File: config.mk
export PLATFORM = sky130hd
export DESIGN_NAME = csr_rx
export DESIGN_NICKNAME = d
export VERILOG_FILES = /design/src/rtl/csr_pkg.sv /design/src/rtl/csr_rate_gen.sv /design/src/rtl/csr_rx.sv
export SDC_FILE = /design/constraint.sdc
export NUM_CORES = 1
export LEC_CHECK = 0
export ABC_AREA = 1
export ABC_CLOCK_PERIOD_IN_PS = 6140
export BUFFER_PORTS_ARGS = -buffer_cell sky130_fd_sc_hd__clkbuf_2
export CAP_MARGIN = 30
export CORE_MARGIN = 5
export CORE_UTILIZATION = 45
export DETAILED_ROUTE_END_ITERATION = 7
export HOLD_SLACK_MARGIN = 0.02
export PLACE_DENSITY = 0.67
export SLEW_MARGIN = 20
export SYNTH_ARGS = -nofsm -noshare
export SYNTH_HDL_FRONTEND = slang
export SYNTH_SLANG_ARGS = --single-unit
export TNS_END_PERCENT = 30
File: constraint.sdc
create_clock -name i_clk -period 6.14 [get_ports i_clk]
set_input_delay 0.614 -clock i_clk [delete_from_list [all_inputs] [get_ports i_clk]]
set_output_delay 0.614 -clock i_clk [all_outputs]
set_load 0.01 [all_outputs]
File: src/rtl/csr_pkg.sv
// constants shared by the clocked serial master receiver
package csr_pkg;

  ////////////////////////////////////////////////////////////////////////////
  // register addresses
  localparam logic [15:0] ADDR_PORT_CTL = 16'hff91;
  localparam logic [15:0] ADDR_FORMAT = 16'hffa8;
  localparam logic [15:0] ADDR_RATE_DIV = 16'hffa9;
  localparam logic [15:0] ADDR_CTL = 16'hffaa;
  localparam logic [15:0] ADDR_STATUS = 16'hffac;
  localparam logic [15:0] ADDR_RX_HOLD = 16'hffad;

  ////////////////////////////////////////////////////////////////////////////
  // field positions
  localparam int PORT_RX_INVERT = 2;
  localparam int FMT_COMM_MODE = 7;
  localparam int FMT_MULTIPROC = 2;
  localparam int FMT_BRG_SRC_HI = 1;
  localparam int FMT_BRG_SRC_LO = 0;
  localparam int CTL_RX_ON = 4;
  localparam int CTL_CLK_SRC_HI = 1;
  localparam int CTL_CLK_SRC_LO = 0;
  localparam int ST_TX_EMPTY = 7;
  localparam int ST_RX_FULL = 6;
  localparam int ST_OVERRUN = 5;
  localparam int ST_FRAME_FAULT = 4;
  localparam int ST_PARITY_FAULT = 3;

  ////////////////////////////////////////////////////////////////////////////
  // reset values
  localparam logic [7:0] RST_PORT_CTL = 8'h00;
  localparam logic [7:0] RST_FORMAT = 8'h00;
  localparam logic [7:0] RST_RATE_DIV = 8'hff;
  localparam logic [7:0] RST_CTL = 8'h00;
  localparam logic [7:0] RST_RX_HOLD = 8'h00;
  localparam logic RST_TX_EMPTY = 1'b1;

  ////////////////////////////////////////////////////////////////////////////
  // frame and timing
  localparam int FRAME_BITS = 8;
  localparam logic [3:0] FRAME_BITS_C = 4'h8;
  localparam logic [1:0] CLK_SRC_INTERNAL = 2'h0;
  // cycles of the 125 MHz clock per half serial bit per divisor step
  localparam int CLK_MHZ = 125;
  localparam int HALF_BIT_NS_PER_STEP = 400;
  localparam int BRG_BASE = (HALF_BIT_NS_PER_STEP * CLK_MHZ) / 1000;
  localparam int BRG_CNT_W = 24;

  typedef enum logic [1:0] {
    CSR_IDLE = 2'b00,
    CSR_CLK_LO = 2'b01,
    CSR_CLK_HI = 2'b11,
    CSR_DONE = 2'b10
  } csr_state_t;

endpackage : csr_pkg

File: src/rtl/csr_rate_gen.sv
// bit rate generator: half-bit tick from prescaler and divisor
`timescale 1ns/1ps
module csr_rate_gen (
  // clock and reset
  input wire logic i_clk,
  input wire logic i_rst_n,
  // control
  input wire logic i_run,
  input wire logic [1:0] i_src,
  input wire logic [7:0] i_divisor,
  // tick
  output logic o_tick
);

  logic [csr_pkg::BRG_CNT_W-1:0] cnt_q;
  logic [csr_pkg::BRG_CNT_W-1:0] limit;
  logic [csr_pkg::BRG_CNT_W-1:0] steps;
  logic [csr_pkg::BRG_CNT_W-1:0] base;

  assign base = csr_pkg::BRG_CNT_W'(csr_pkg::BRG_BASE);
  // source 0 is the undivided clock; others scale by 4, 16, 64
  assign steps = csr_pkg::BRG_CNT_W'({8'h00, 8'h00, i_divisor} + 24'h000001) << {i_src, 1'b0}; // RULE9
  assign limit = csr_pkg::BRG_CNT_W'(steps * base) - 24'h000001; // RULE10
  // compare is >= so a divisor lowered mid-count cannot run the counter past its limit
  assign o_tick = i_run && (cnt_q >= limit);

  always_ff @(posedge i_clk or negedge i_rst_n) begin
    if (!i_rst_n) begin
      cnt_q <= '0;
    end else if (!i_run || o_tick) begin
      cnt_q <= '0;
    end else begin
      cnt_q <= cnt_q + 24'h000001;
    end
  end

endmodule : csr_rate_gen

File: src/rtl/csr_rx.sv
// clocked serial master receiver with cpu register port
// Operation
// RULE1: frames carry exactly eight data bits
// RULE2: first received bit lands in bit 0
// RULE3: full frame copies into holding register automatically
// RULE4: shifter and holding register double buffer
// RULE5: holding register ignores cpu writes
// RULE6: status flags clear on zero, one keeps
// RULE7: format bit 7 set selects synchronous mode
// RULE8: format bit 2 clear disables multiprocessor function
// RULE9: clock select zero feeds undivided clock
// RULE10: divisor register sets the bit rate
// RULE11: control bit 4 enables reception on pin
// RULE12: clock enable zero drives clock out, master
// RULE13: status bit 6 shows byte held
// RULE14: status bit 5 flags overrun
// RULE15: status bit 4 flags framing error
// RULE16: status bit 3 flags parity error
// RULE17: port bit 2 clear passes data uninverted
// RULE18: overrun keeps unread byte, sets flag
// RULE19: remote presents one bit per clock
`timescale 1ns/1ps
module csr_rx (
  // clock and reset
  input wire logic i_clk,
  input wire logic i_rst_n,
  // cpu register port
  input wire logic [15:0] i_addr,
  input wire logic i_wr,
  input wire logic i_rd,
  input wire logic [7:0] i_wdata,
  output logic [7:0] o_rdata,
  // serial pins
  input wire logic i_rx_pin,
  output logic o_sync_clk_pin,
  output logic o_sync_clk_pin_oe,
  output logic o_tx_pin,
  output logic o_tx_pin_oe
);

  ////////////////////////////////////////////////////////////////////////////
  // registers and state
  logic [7:0] port_ctl_q;
  logic [7:0] format_q;
  logic [7:0] rate_div_q;
  logic [7:0] ctl_q;
  logic [7:0] rx_hold_q;
  logic [7:0] rx_shift_q;
  logic [3:0] bit_cnt_q;
  logic tx_empty_q;
  logic rx_full_q;
  logic overrun_q;
  logic frame_fault_q;
  logic parity_fault_q;
  logic [7:0] rdata_q;
  logic rx_meta_q;
  logic rx_sync_q;
  logic sclk_q;
  csr_pkg::csr_state_t state_q;
  csr_pkg::csr_state_t state_d;

  ////////////////////////////////////////////////////////////////////////////
  // decode
  logic wr_port;
  logic wr_fmt;
  logic wr_div;
  logic wr_ctl;
  logic wr_st;
  logic sync_mode;
  logic multiproc;
  logic master;
  logic rx_on;
  logic rx_invert;
  logic rx_bit;
  logic run;
  logic tick;
  logic frame_end;
  logic load_hold;
  logic set_overrun;
  logic sample;
  logic clr_tx_empty;
  logic clr_rx_full;
  logic clr_overrun;
  logic clr_frame_fault;
  logic clr_parity_fault;
  logic [7:0] status_rd;
  logic [7:0] rd_mux;

  assign wr_port = i_wr && (i_addr == csr_pkg::ADDR_PORT_CTL);
  assign wr_fmt = i_wr && (i_addr == csr_pkg::ADDR_FORMAT);
  assign wr_div = i_wr && (i_addr == csr_pkg::ADDR_RATE_DIV);
  assign wr_ctl = i_wr && (i_addr == csr_pkg::ADDR_CTL);
  assign wr_st = i_wr && (i_addr == csr_pkg::ADDR_STATUS);

  // a status write clears each flag whose bit is written zero
  assign clr_tx_empty = wr_st && !i_wdata[csr_pkg::ST_TX_EMPTY]; // RULE6
  assign clr_rx_full = wr_st && !i_wdata[csr_pkg::ST_RX_FULL]; // RULE6
  assign clr_overrun = wr_st && !i_wdata[csr_pkg::ST_OVERRUN]; // RULE6
  assign clr_frame_fault = wr_st && !i_wdata[csr_pkg::ST_FRAME_FAULT]; // RULE6
  assign clr_parity_fault = wr_st && !i_wdata[csr_pkg::ST_PARITY_FAULT]; // RULE6

  assign sync_mode = format_q[csr_pkg::FMT_COMM_MODE]; // RULE7
  // multiprocessor framing has no meaning in synchronous mode; bit only stored
  assign multiproc = format_q[csr_pkg::FMT_MULTIPROC] && !sync_mode; // RULE8
  assign master = ({ctl_q[csr_pkg::CTL_CLK_SRC_HI], ctl_q[csr_pkg::CTL_CLK_SRC_LO]}
                   == csr_pkg::CLK_SRC_INTERNAL); // RULE12
  assign rx_on = ctl_q[csr_pkg::CTL_RX_ON]; // RULE11
  assign rx_invert = port_ctl_q[csr_pkg::PORT_RX_INVERT];
  assign rx_bit = rx_sync_q ^ rx_invert; // RULE17

  // clock stops while overrun is pending, so no byte is lost silently
  assign run = sync_mode && master && rx_on && !overrun_q && !multiproc;
  assign sample = (state_q == csr_pkg::CSR_CLK_LO) && tick;
  assign frame_end = (state_q == csr_pkg::CSR_DONE);
  assign load_hold = frame_end && !rx_full_q; // RULE3
  assign set_overrun = frame_end && rx_full_q; // RULE18

  ////////////////////////////////////////////////////////////////////////////
  // bit rate generator
  csr_rate_gen u_rate (
    .i_clk(i_clk),
    .i_rst_n(i_rst_n),
    .i_run(run && (state_q != csr_pkg::CSR_IDLE)),
    .i_src({format_q[csr_pkg::FMT_BRG_SRC_HI], format_q[csr_pkg::FMT_BRG_SRC_LO]}),
    .i_divisor(rate_div_q),
    .o_tick(tick)
  );

  ////////////////////////////////////////////////////////////////////////////
  // pin synchroniser
  always_ff @(posedge i_clk or negedge i_rst_n) begin
    if (!i_rst_n) begin
      rx_meta_q <= 1'b1;
      rx_sync_q <= 1'b1;
    end else begin
      rx_meta_q <= i_rx_pin;
      rx_sync_q <= rx_meta_q;
    end
  end

  ////////////////////////////////////////////////////////////////////////////
  // frame sequencer
  always_comb begin
    state_d = state_q;
    case (state_q)
      csr_pkg::CSR_IDLE: begin
        if (run) begin
          state_d = csr_pkg::CSR_CLK_LO;
        end
      end
      csr_pkg::CSR_CLK_LO: begin
        if (!run) begin
          state_d = csr_pkg::CSR_IDLE;
        end else if (tick) begin
          state_d = csr_pkg::CSR_CLK_HI;
        end
      end
      csr_pkg::CSR_CLK_HI: begin
        // rate counter is held at zero once run drops, so a cut frame must leave here
        if (!run) begin
          state_d = csr_pkg::CSR_IDLE;
        end else if (tick) begin
          if (bit_cnt_q == csr_pkg::FRAME_BITS_C) begin // RULE1
            state_d = csr_pkg::CSR_DONE;
          end else begin
            state_d = csr_pkg::CSR_CLK_LO;
          end
        end
      end
      csr_pkg::CSR_DONE: begin
        state_d = csr_pkg::CSR_IDLE;
      end
      default: begin
        state_d = csr_pkg::CSR_IDLE;
      end
    endcase
  end

  always_ff @(posedge i_clk or negedge i_rst_n) begin
    if (!i_rst_n) begin
      state_q <= csr_pkg::CSR_IDLE;
    end else begin
      state_q <= state_d;
    end
  end

  // data changes on the falling edge, sampled on the rising edge
  always_ff @(posedge i_clk or negedge i_rst_n) begin
    if (!i_rst_n) begin
      sclk_q <= 1'b1;
    end else begin
      sclk_q <= (state_d != csr_pkg::CSR_CLK_LO);
    end
  end

  always_ff @(posedge i_clk or negedge i_rst_n) begin
    if (!i_rst_n) begin
      bit_cnt_q <= 4'h0;
    end else if (state_q == csr_pkg::CSR_IDLE || frame_end) begin
      bit_cnt_q <= 4'h0;
    end else if (sample) begin
      bit_cnt_q <= bit_cnt_q + 4'h1;
    end
  end

  always_ff @(posedge i_clk or negedge i_rst_n) begin
    if (!i_rst_n) begin
      rx_shift_q <= 8'h00;
    end else if (sample) begin
      rx_shift_q <= {rx_bit, rx_shift_q[7:1]}; // RULE2 RULE19
    end
  end

  // shifter refills while the held byte waits
  always_ff @(posedge i_clk or negedge i_rst_n) begin
    if (!i_rst_n) begin
      rx_hold_q <= csr_pkg::RST_RX_HOLD;
    end else if (load_hold) begin
      rx_hold_q <= rx_shift_q; // RULE4 RULE5
    end
  end

  ////////////////////////////////////////////////////////////////////////////
  // control registers
  // inversion applies from the next sampled bit
  always_ff @(posedge i_clk or negedge i_rst_n) begin
    if (!i_rst_n) begin
      port_ctl_q <= csr_pkg::RST_PORT_CTL;
    end else if (wr_port) begin
      port_ctl_q <= i_wdata; // RULE17
    end
  end

  always_ff @(posedge i_clk or negedge i_rst_n) begin
    if (!i_rst_n) begin
      format_q <= csr_pkg::RST_FORMAT;
    end else if (wr_fmt) begin
      format_q <= i_wdata; // RULE7
    end
  end

  always_ff @(posedge i_clk or negedge i_rst_n) begin
    if (!i_rst_n) begin
      rate_div_q <= csr_pkg::RST_RATE_DIV;
    end else if (wr_div) begin
      rate_div_q <= i_wdata; // RULE10
    end
  end

  always_ff @(posedge i_clk or negedge i_rst_n) begin
    if (!i_rst_n) begin
      ctl_q <= csr_pkg::RST_CTL;
    end else if (wr_ctl) begin
      ctl_q <= i_wdata; // RULE11
    end
  end

  ////////////////////////////////////////////////////////////////////////////
  // status flags: writing zero clears, a same-cycle set wins
  // transmit path absent: this flag is only ever cleared
  always_ff @(posedge i_clk or negedge i_rst_n) begin
    if (!i_rst_n) begin
      tx_empty_q <= csr_pkg::RST_TX_EMPTY;
    end else if (clr_tx_empty) begin
      tx_empty_q <= 1'b0; // RULE6
    end
  end

  // reading the holding register does not clear this flag
  always_ff @(posedge i_clk or negedge i_rst_n) begin
    if (!i_rst_n) begin
      rx_full_q <= 1'b0;
    end else if (load_hold) begin
      rx_full_q <= 1'b1; // RULE13
    end else if (clr_rx_full) begin
      rx_full_q <= 1'b0; // RULE6
    end
  end

  always_ff @(posedge i_clk or negedge i_rst_n) begin
    if (!i_rst_n) begin
      overrun_q <= 1'b0;
    end else if (set_overrun) begin
      overrun_q <= 1'b1; // RULE14
    end else if (clr_overrun) begin
      overrun_q <= 1'b0; // RULE6
    end
  end

  // no stop or parity bit in synchronous frames, so these never set here
  always_ff @(posedge i_clk or negedge i_rst_n) begin
    if (!i_rst_n) begin
      frame_fault_q <= 1'b0;
    end else if (clr_frame_fault) begin
      frame_fault_q <= 1'b0; // RULE15
    end
  end

  always_ff @(posedge i_clk or negedge i_rst_n) begin
    if (!i_rst_n) begin
      parity_fault_q <= 1'b0;
    end else if (clr_parity_fault) begin
      parity_fault_q <= 1'b0; // RULE16
    end
  end

  ////////////////////////////////////////////////////////////////////////////
  // read path
  always_comb begin
    status_rd = 8'h00;
    status_rd[csr_pkg::ST_TX_EMPTY] = tx_empty_q;
    status_rd[csr_pkg::ST_RX_FULL] = rx_full_q; // RULE13
    status_rd[csr_pkg::ST_OVERRUN] = overrun_q;
    status_rd[csr_pkg::ST_FRAME_FAULT] = frame_fault_q;
    status_rd[csr_pkg::ST_PARITY_FAULT] = parity_fault_q;
  end

  assign rd_mux = (i_addr == csr_pkg::ADDR_PORT_CTL) ? port_ctl_q :
                  (i_addr == csr_pkg::ADDR_FORMAT) ? format_q :
                  (i_addr == csr_pkg::ADDR_RATE_DIV) ? rate_div_q :
                  (i_addr == csr_pkg::ADDR_CTL) ? ctl_q :
                  (i_addr == csr_pkg::ADDR_STATUS) ? status_rd :
                  (i_addr == csr_pkg::ADDR_RX_HOLD) ? rx_hold_q : 8'h00;

  always_ff @(posedge i_clk or negedge i_rst_n) begin
    if (!i_rst_n) begin
      rdata_q <= 8'h00;
    end else if (i_rd) begin
      rdata_q <= rd_mux;
    end
  end

  ////////////////////////////////////////////////////////////////////////////
  // outputs
  assign o_rdata = rdata_q;
  assign o_sync_clk_pin = sclk_q;
  assign o_sync_clk_pin_oe = sync_mode && master; // RULE12
  // transmit path absent: line parked high, undriven
  assign o_tx_pin = 1'b1;
  assign o_tx_pin_oe = 1'b0;

endmodule : csr_rx

==> results of run 1 <==
flip-flops by register name, summed over array words and instances, names as in the netlist:
name / cells
o_rdata: 8
rx_meta_q: 1
rx_full_q: 1
bit_cnt_q: 4
rx_sync_q: 1
state_q: 2
ctl_q: 8
rate_div_q: 8
tx_empty_q: 1
rx_shift_q: 8
u_rate.cnt_q: 24
o_sync_clk_pin: 1
rx_hold_q: 8
port_ctl_q: 8
overrun_q: 1
format_q: 8
synthesized netlist by cell type, types with 7 or more instances:
cell type / count / area share, %
sky130_fd_sc_hd__xnor2_1: 7 / 0.80
sky130_fd_sc_hd__o21ai_0: 79 / 5.2
sky130_fd_sc_hd__inv_2: 9 / 0.44
sky130_fd_sc_hd__nand2_2: 13 / 1.1
sky130_fd_sc_hd__clkbuf_1: 11 / 0.54
sky130_fd_sc_hd__nand4_1: 23 / 1.9
sky130_fd_sc_hd__a21oi_1: 32 / 2.1
sky130_fd_sc_hd__xor2_1: 23 / 2.6
sky130_fd_sc_hd__nor2_1: 95 / 4.7
sky130_fd_sc_hd__fa_1: 9 / 2.4
sky130_fd_sc_hd__nand3_1: 72 / 4.7
sky130_fd_sc_hd__nor3_1: 20 / 1.3
sky130_fd_sc_hd__inv_1: 146 / 7.2
sky130_fd_sc_hd__nand2_1: 292 / 14
sky130_fd_sc_hd__ha_1: 79 / 13
sky130_fd_sc_hd__dfstp_2: 12 / 4.1
sky130_fd_sc_hd__dfrtp_1: 80 / 26
worst max path at each step:
| stage | from | endpoint | slack [ps] | depth (start not counted) |
|---|---|---|---|---|
| finish | rate_div_q[1] | rx_shift_q[4] | 330 | 35 |
| global route | rate_div_q[1] | bit_cnt_q[0] | -60 | 36 |
| CTS | rate_div_q[0] | rx_shift_q[0] | 10 | 36 |
| detailed placement | rate_div_q[0] | bit_cnt_q[2] | -40 | 37 |
| global placement | rate_div_q[0] | bit_cnt_q[2] | 20 | 37 |
| floorplan | rate_div_q[0] | bit_cnt_q[2] | 430 | 35 |
through the flow:
stage | setup WS [ps] | setup TNS [ps] | power (W) | cells
3_3_place_gp | 15.2 | 0 | 0.000658 | 1325
4_1_cts | 13.8 | 0 | 0.00118 | 1341
3_5_place_dp | -35.3 | -318 | 0.000658 | 1325
6_report | 331 | 0 | 0.00117 | 1346
5_1_grt | -55.0 | -652 | 0.00122 | 1346
2_1_floorplan | 429 | 0 | 0.000632 | 1074
final cells by class:
class | instances | area share, %
Clock buffer | 13 | 3.00
Inverter | 156 | 6.75
Clock inverter | 3 | 0.245
Sequential cell | 92 | 26.7
Timing Repair Buffer | 55 | 3.97
Multi-Input combinational cell | 807 | 56.2
Tap cell | 220 | 3.17
cells by family (layout without fill, tap and decap cells):
group | count (synthesis) | count (layout) | synth area share, %
other | 2 | 2 | 0.0983
AO/OA/AOI/OAI | 126 | 126 | 8.64
multiplexers | 2 | 2 | 0.278
AND/OR/NAND/NOR | 558 | 558 | 32.9
XOR/XNOR | 31 | 31 | 3.65
buffers and inverters | 175 | 227 | 8.82
flip-flops | 92 | 92 | 30.3
adder cells (fa/ha/maj) | 88 | 88 | 15.3
routing by layer:
layer / up-vias / part of all wire, % / global-route usage (%)
met2: 106 / 47 / 30.6
met4: 0 / 2.0 / 5.76
li1: 3551 / - / -
met1: 3078 / 48 / 25.1
met3: 25 / 3.0 / 2.90
met5: - / 0 / 0
power by group through the flow:
stage	sequential [W]	combinational (W)	clock, W
2_1_floorplan	0.000619	0.0000131	0
5_1_grt	0.000608	0.0000468	0.000567
3_3_place_gp	0.000619	0.0000391	0
6_report	0.000608	0.0000403	0.000524
3_5_place_dp	0.000619	0.0000391	0
4_1_cts	0.000608	0.0000395	0.000537
repair_timing:
item                                    4_1_cts  5_1_grt
hold buffers                                  0        0
setup buffers                                 0        4
pin swaps                                     0       12
resized for setup                             3       60
endpoints found under the setup margin       15       39
==> reports/metrics.json, run 1 <==
{
  "setup_path": {
    "critical_path.top_delay_family": "simple AND/OR/NAND/NOR gates",
    "reg2reg_to": "rx_shift_q[4]",
    "worst_setup_path_start_kind": "flip-flop",
    "timing.setup.critical_path_class": "reg2reg",
    "timing.critical_path.fanout_max": 16,
    "critical_path.max_stage_delay_ps": 560,
    "crit_path_top_delay_cell": "sky130_fd_sc_hd__dfstp_2",
    "crit_buf_inv": 5,
    "reg2regPathDepth": 35,
    "regToRegSetupSlack_ps": 330,
    "worst-endpoint-required_ps": 6370,
    "worst_setup_path_end_kind": "flip-flop",
    "timing.critical_path.arrival_ps": 6030,
    "worstReg2RegStart": "rate_div_q[1]"
  },
  "yosys": {
    "ys.flop_type": "sky130_fd_sc_hd__dfrtp_1",
    "synthesis.nets": 1191,
    "synth_cell_types": 49,
    "synth-warning-count": 0,
    "syn_area_mm2": 0.00764,
    "post_synth_inst_count": 1074,
    "synth_enable_flop_cells": 0,
    "ys_ff_latch": 92,
    "syn_area_per_cell_um2": 7.12,
    "async_flop_share_pct": 100,
    "synth.yosys.seq_area_share_pct": 30.3
  },
  "power_and_ir_drop": {
    "p_sw_share_pct": 21.9,
    "power.share.combinational_pct": 3.4,
    "psw_w": 0.000256,
    "cell_internal_pwr_w": 0.000916,
    "share_seq_of_total_power_pct": 51.9,
    "p_per_area_mw_per_mm2": 135,
    "leakage_nw": 4.38,
    "pwr-share-clk_pct": 44.7,
    "worst_ir_drop_vdd_uv": 124
  },
  "layout": {
    "multiInputGateArea_mm2": 0.00487,
    "syn2layout_area_growth_pct": 13.5,
    "final_cell_area_mm2": 0.00867,
    "layout_commonest_cell": "sky130_fd_sc_hd__nand2_1",
    "final_net_count": 1238,
    "fin_util_pct": 52.1,
    "count_of_antenna_diodes_in_the_layout": 0,
    "layout.cells.most_common_list": "sky130_fd_sc_hd__nand2_1 (281), sky130_fd_sc_hd__inv_1 (146), sky130_fd_sc_hd__nor2_1 (83), sky130_fd_sc_hd__dfrtp_1 (80), sky130_fd_sc_hd__o21ai_0 (74)",
    "layout-drive-gt1-share_pct": 16.2,
    "seqCellArea_mm2": 0.00232,
    "fill_cells": 1634
  },
  "global_route": {
    "first_global_vias": 6562,
    "pin_count_of_the_biggest_net_entering_global_routing": 76,
    "antenna_found_initial": 0,
    "grt_pass1_wl_mm": 30.7,
    "grt_total_ovfl": 0,
    "grt.total_usage_pct": 18.6
  },
  "sta": {
    "period_minus_slack_ps": 5810,
    "timing.final.crit_share_pct": 94.6,
    "fmax_mhz": 172,
    "worst_hold_slack_ps": 124,
    "maxSlewHeadroom_pct": 45.1,
    "timing.final.hold_violations": 0,
    "report.final.slew_viol_count": 0,
    "worst_clock_skew_ps": 11.1,
    "report.final.setup_viol": 0,
    "worst_slew_pin_tran_ps": 818,
    "rsz0062_at_grt": "true"
  },
  "route": {
    "post-route-drc-count": 0,
    "vias_per_cell": 5.02,
    "drtIter0Drc": 351,
    "route.final.wire_length_mm": 17.5,
    "drtPass1Iterations": 4,
    "route.vias.total": 6760,
    "route.detailed.wl_per_inst_um": 13.0,
    "drtAntennaViolNets": 0
  },
  "floorplan": {
    "die_y_um": 140,
    "start_util_pct": 45.9,
    "core_mm2": 0.0166,
    "die_footprint_mm2": 0.0197,
    "top_level_ports": 41,
    "die_x_um": 140,
    "fp-row-count": 47
  },
  "clock_tree": {
    "clk_path_buf_depth": 2,
    "ctsHtreeMaxLevel": 3,
    "cts_made_buffers": 9,
    "worst_skew_pair.late_latency_ps": 350,
    "cts_root_buf": "sky130_fd_sc_hd__clkbuf_16",
    "cts.sink_count": 92,
    "clock_tree_from_tritoncts": "built",
    "worst_setup_hold_path_clk_slew_ps": 60
  },
  "placement": {
    "detailed_place.area_mm2": 0.00811,
    "gpl.final_weighted_congestion": 0.914,
    "detailedPlacementHpwl_mm": 13.8,
    "port_buffers": 38
  },
  "flow_run": {
    "cap_viol_max_count": 0
  },
  "min_path": {
    "hold_path_class": "in2async"
  },
  "status": {
    "run_status": "complete, no violations"
  }
}
Note: power is estimated with default switching activity, not from simulation.
==> inputs of run 2 (changes only) <==
--- a/config.mk
+++ b/config.mk
@@ -7,13 +7,14 @@
 export LEC_CHECK = 0
 export ABC_AREA = 1
 export ABC_CLOCK_PERIOD_IN_PS = 6140
-export BUFFER_PORTS_ARGS = -buffer_cell sky130_fd_sc_hd__clkbuf_2
+export BUFFER_PORTS_ARGS = -buffer_cell sky130_fd_sc_hd__buf_2
 export CAP_MARGIN = 30
 export CORE_MARGIN = 5
 export CORE_UTILIZATION = 45
 export DETAILED_ROUTE_END_ITERATION = 7
 export HOLD_SLACK_MARGIN = 0.02
 export PLACE_DENSITY = 0.67
+export RECOVER_POWER = 50
 export SLEW_MARGIN = 20
 export SYNTH_ARGS = -nofsm -noshare
 export SYNTH_HDL_FRONTEND = slang
==> reports/metrics.json, run 2 (synthesis gave the netlist of run 1 again) <==
{
  "sta": {
    "report.final.setup_viol": 0,
    "fmax_mhz": 172,
    "timing.final.crit_share_pct": 94.4,
    "final_critical_path_setup_slack_ps": 342,
    "report.final.slew_viol_count": 77,
    "maxSlewHeadroom_pct": -42.5,
    "period_minus_slack_ps": 5800,
    "timing.final.hold_violations": 0,
    "worst_clock_skew_ps": 9.58,
    "worst_slew_pin_tran_ps": 2140,
    "rsz0062_at_grt": "true"
  },
  "global_route": {
    "grt.total_usage_pct": 18.8,
    "pin_count_of_the_biggest_net_entering_global_routing": 75,
    "antenna_found_initial": 0,
    "first_global_vias": 6668,
    "grt_pass1_wl_mm": 31.0,
    "grt_total_ovfl": 0
  },
  "layout": {
    "syn2layout_area_growth_pct": 14.3,
    "count_of_antenna_diodes_in_the_layout": 0,
    "fill_cells": 1629,
    "layout.cells.most_common_list": "sky130_fd_sc_hd__nand2_1 (279), sky130_fd_sc_hd__inv_1 (146), sky130_fd_sc_hd__nor2_1 (82), sky130_fd_sc_hd__dfrtp_1 (80), sky130_fd_sc_hd__o21ai_0 (71)",
    "largest_register": "u_rate.cnt_q",
    "fin_util_pct": 52.5,
    "layout_commonest_cell": "sky130_fd_sc_hd__nand2_1",
    "largest_reg_flops": 24,
    "final_net_count": 1241,
    "layout-drive-gt1-share_pct": 16.8
  },
  "clock_tree": {
    "worst_setup_hold_path_clk_slew_ps": 70,
    "cts_made_buffers": 9,
    "cts.sink_count": 92,
    "ctsHtreeMaxLevel": 3,
    "cts-hold-fix-buffers": 0,
    "worst_skew_pair.late_latency_ps": 350,
    "clk_path_buf_depth": 2,
    "clock_tree_from_tritoncts": "built",
    "cts_root_buf": "sky130_fd_sc_hd__clkbuf_16"
  },
  "setup_path": {
    "worst_setup_path_start_kind": "flip-flop",
    "timing.setup.critical_path_class": "reg2reg",
    "timing.critical_path.fanout_max": 7,
    "timing.critical_path.arrival_ps": 6040,
    "worst-endpoint-required_ps": 6380,
    "crit_path_top_delay_cell": "sky130_fd_sc_hd__dfstp_2",
    "critical_path.max_stage_delay_ps": 580,
    "reg2regPathDepth": 38,
    "worst_setup_path_end_kind": "flip-flop"
  },
  "power_and_ir_drop": {
    "leakage_nw": 4.39,
    "worst_ir_drop_vdd_uv": 144,
    "p_per_area_mw_per_mm2": 139
  },
  "route": {
    "drtPass1Iterations": 5,
    "route.final.wire_length_mm": 17.6,
    "drtIter0Drc": 398,
    "vias_per_cell": 5.03,
    "drtAntennaViolNets": 0,
    "route.detailed.wl_per_inst_um": 13.1,
    "route.vias.total": 6789,
    "post-route-drc-count": 0
  },
  "floorplan": {
    "die_footprint_mm2": 0.0197,
    "die_x_um": 140,
    "core_mm2": 0.0166,
    "die_y_um": 140,
    "top_level_ports": 41,
    "start_util_pct": 45.9,
    "fp-row-count": 47
  },
  "min_path": {
    "min_delay_path_depth": 0,
    "hold_path_class": "reg2reg"
  },
  "placement": {
    "port_buffers": 38,
    "detailedPlacementHpwl_mm": 13.9,
    "gpl.final_weighted_congestion": 0.908,
    "detailedPlace.worstSlack_ps": -42.6
  },
  "status": {
    "run_status": "finished, violations left",
    "failing_checks": "max-capacitance violations, max-slew violations"
  },
  "flow_run": {
    "cap_viol_max_count": 2
  }
}
==> run 2: layout make-up <==
cell class                      instances  area [um2]  share of cell area (%)
Multi-Input combinational cell        807        4920                    56.3
Sequential cell                        92        2320                    26.5
Inverter                              156         586                    6.70
Timing Repair Buffer                   58         342                    3.91
Tap cell                              220         275                    3.15
Clock buffer                            9         225                    2.58
Clock inverter                          7        75.1                   0.859
==> run 2: critical path, delay by kind of cell (launching register included) <==
| family | cells | cell delay (ps) |
|---|---|---|
| and+or+nand+nor | 22 | 2270 |
| buffers and inverters | 5 | 470 |
| DFF | 1 | 580 |
| xor gates and xnor gates | 1 | 200 |
| adders and majority gates | 6 | 1730 |
| AOI/OAI and AO/OA | 4 | 400 |
==> run 2: metal layers <==
| metal | track usage (%) | wire (um) | vias to the layer above |
|---|---|---|---|
| met5 | 0 | 0 | - |
| met4 | 7.24 | 499 | 0 |
| met3 | 2.35 | 517 | 37 |
| met2 | 30.7 | 8210 | 126 |
| met1 | 25.3 | 8400 | 3067 |
| li1 | - | - | 3559 |
==> run 2: path summary, 6_finish.rpt <==
check / start / endpoint / slack [ps]
max: rate_div_q[1] / bit_cnt_q[2] / 340
min: rx_meta_q / rx_sync_q / 360
max reg2reg: rate_div_q[1] / bit_cnt_q[2] / 340
min reg2reg: rx_meta_q / rx_sync_q / 360
max in group asynchronous: i_rst_n / port_ctl_q[0] / 1870
min in group asynchronous: i_rst_n / o_rdata[6] / 390
==> run 2: report_power, final <==
group	internal (W)	switching, W
Sequential	0.000607	0.000000311
Clock	0.000318	0.000249
Combinational	0.00000990	0.0000281
==> run 2: repair_timing <==
action / CTS / global route
pin swaps: 0 / 17
endpoints found under the setup margin: 10 / 39
resized for setup: 3 / 69
setup buffers: 0 / 7
==> run 2: stage by stage <==
step	TNS [ps]	total power [W]	hold WS [ps]	instance area [um2]	instances
3_3_place_gp	0	0.000658	350	8110	1325
4_1_cts	0	0.00123	120	8420	1341
6_report	0	0.00121	360	8740	1349
2_1_floorplan	0	0.000632	318	7640	1074
3_5_place_dp	-154	0.000658	351	8110	1325
5_1_grt	-283	0.00126	354	8740	1349
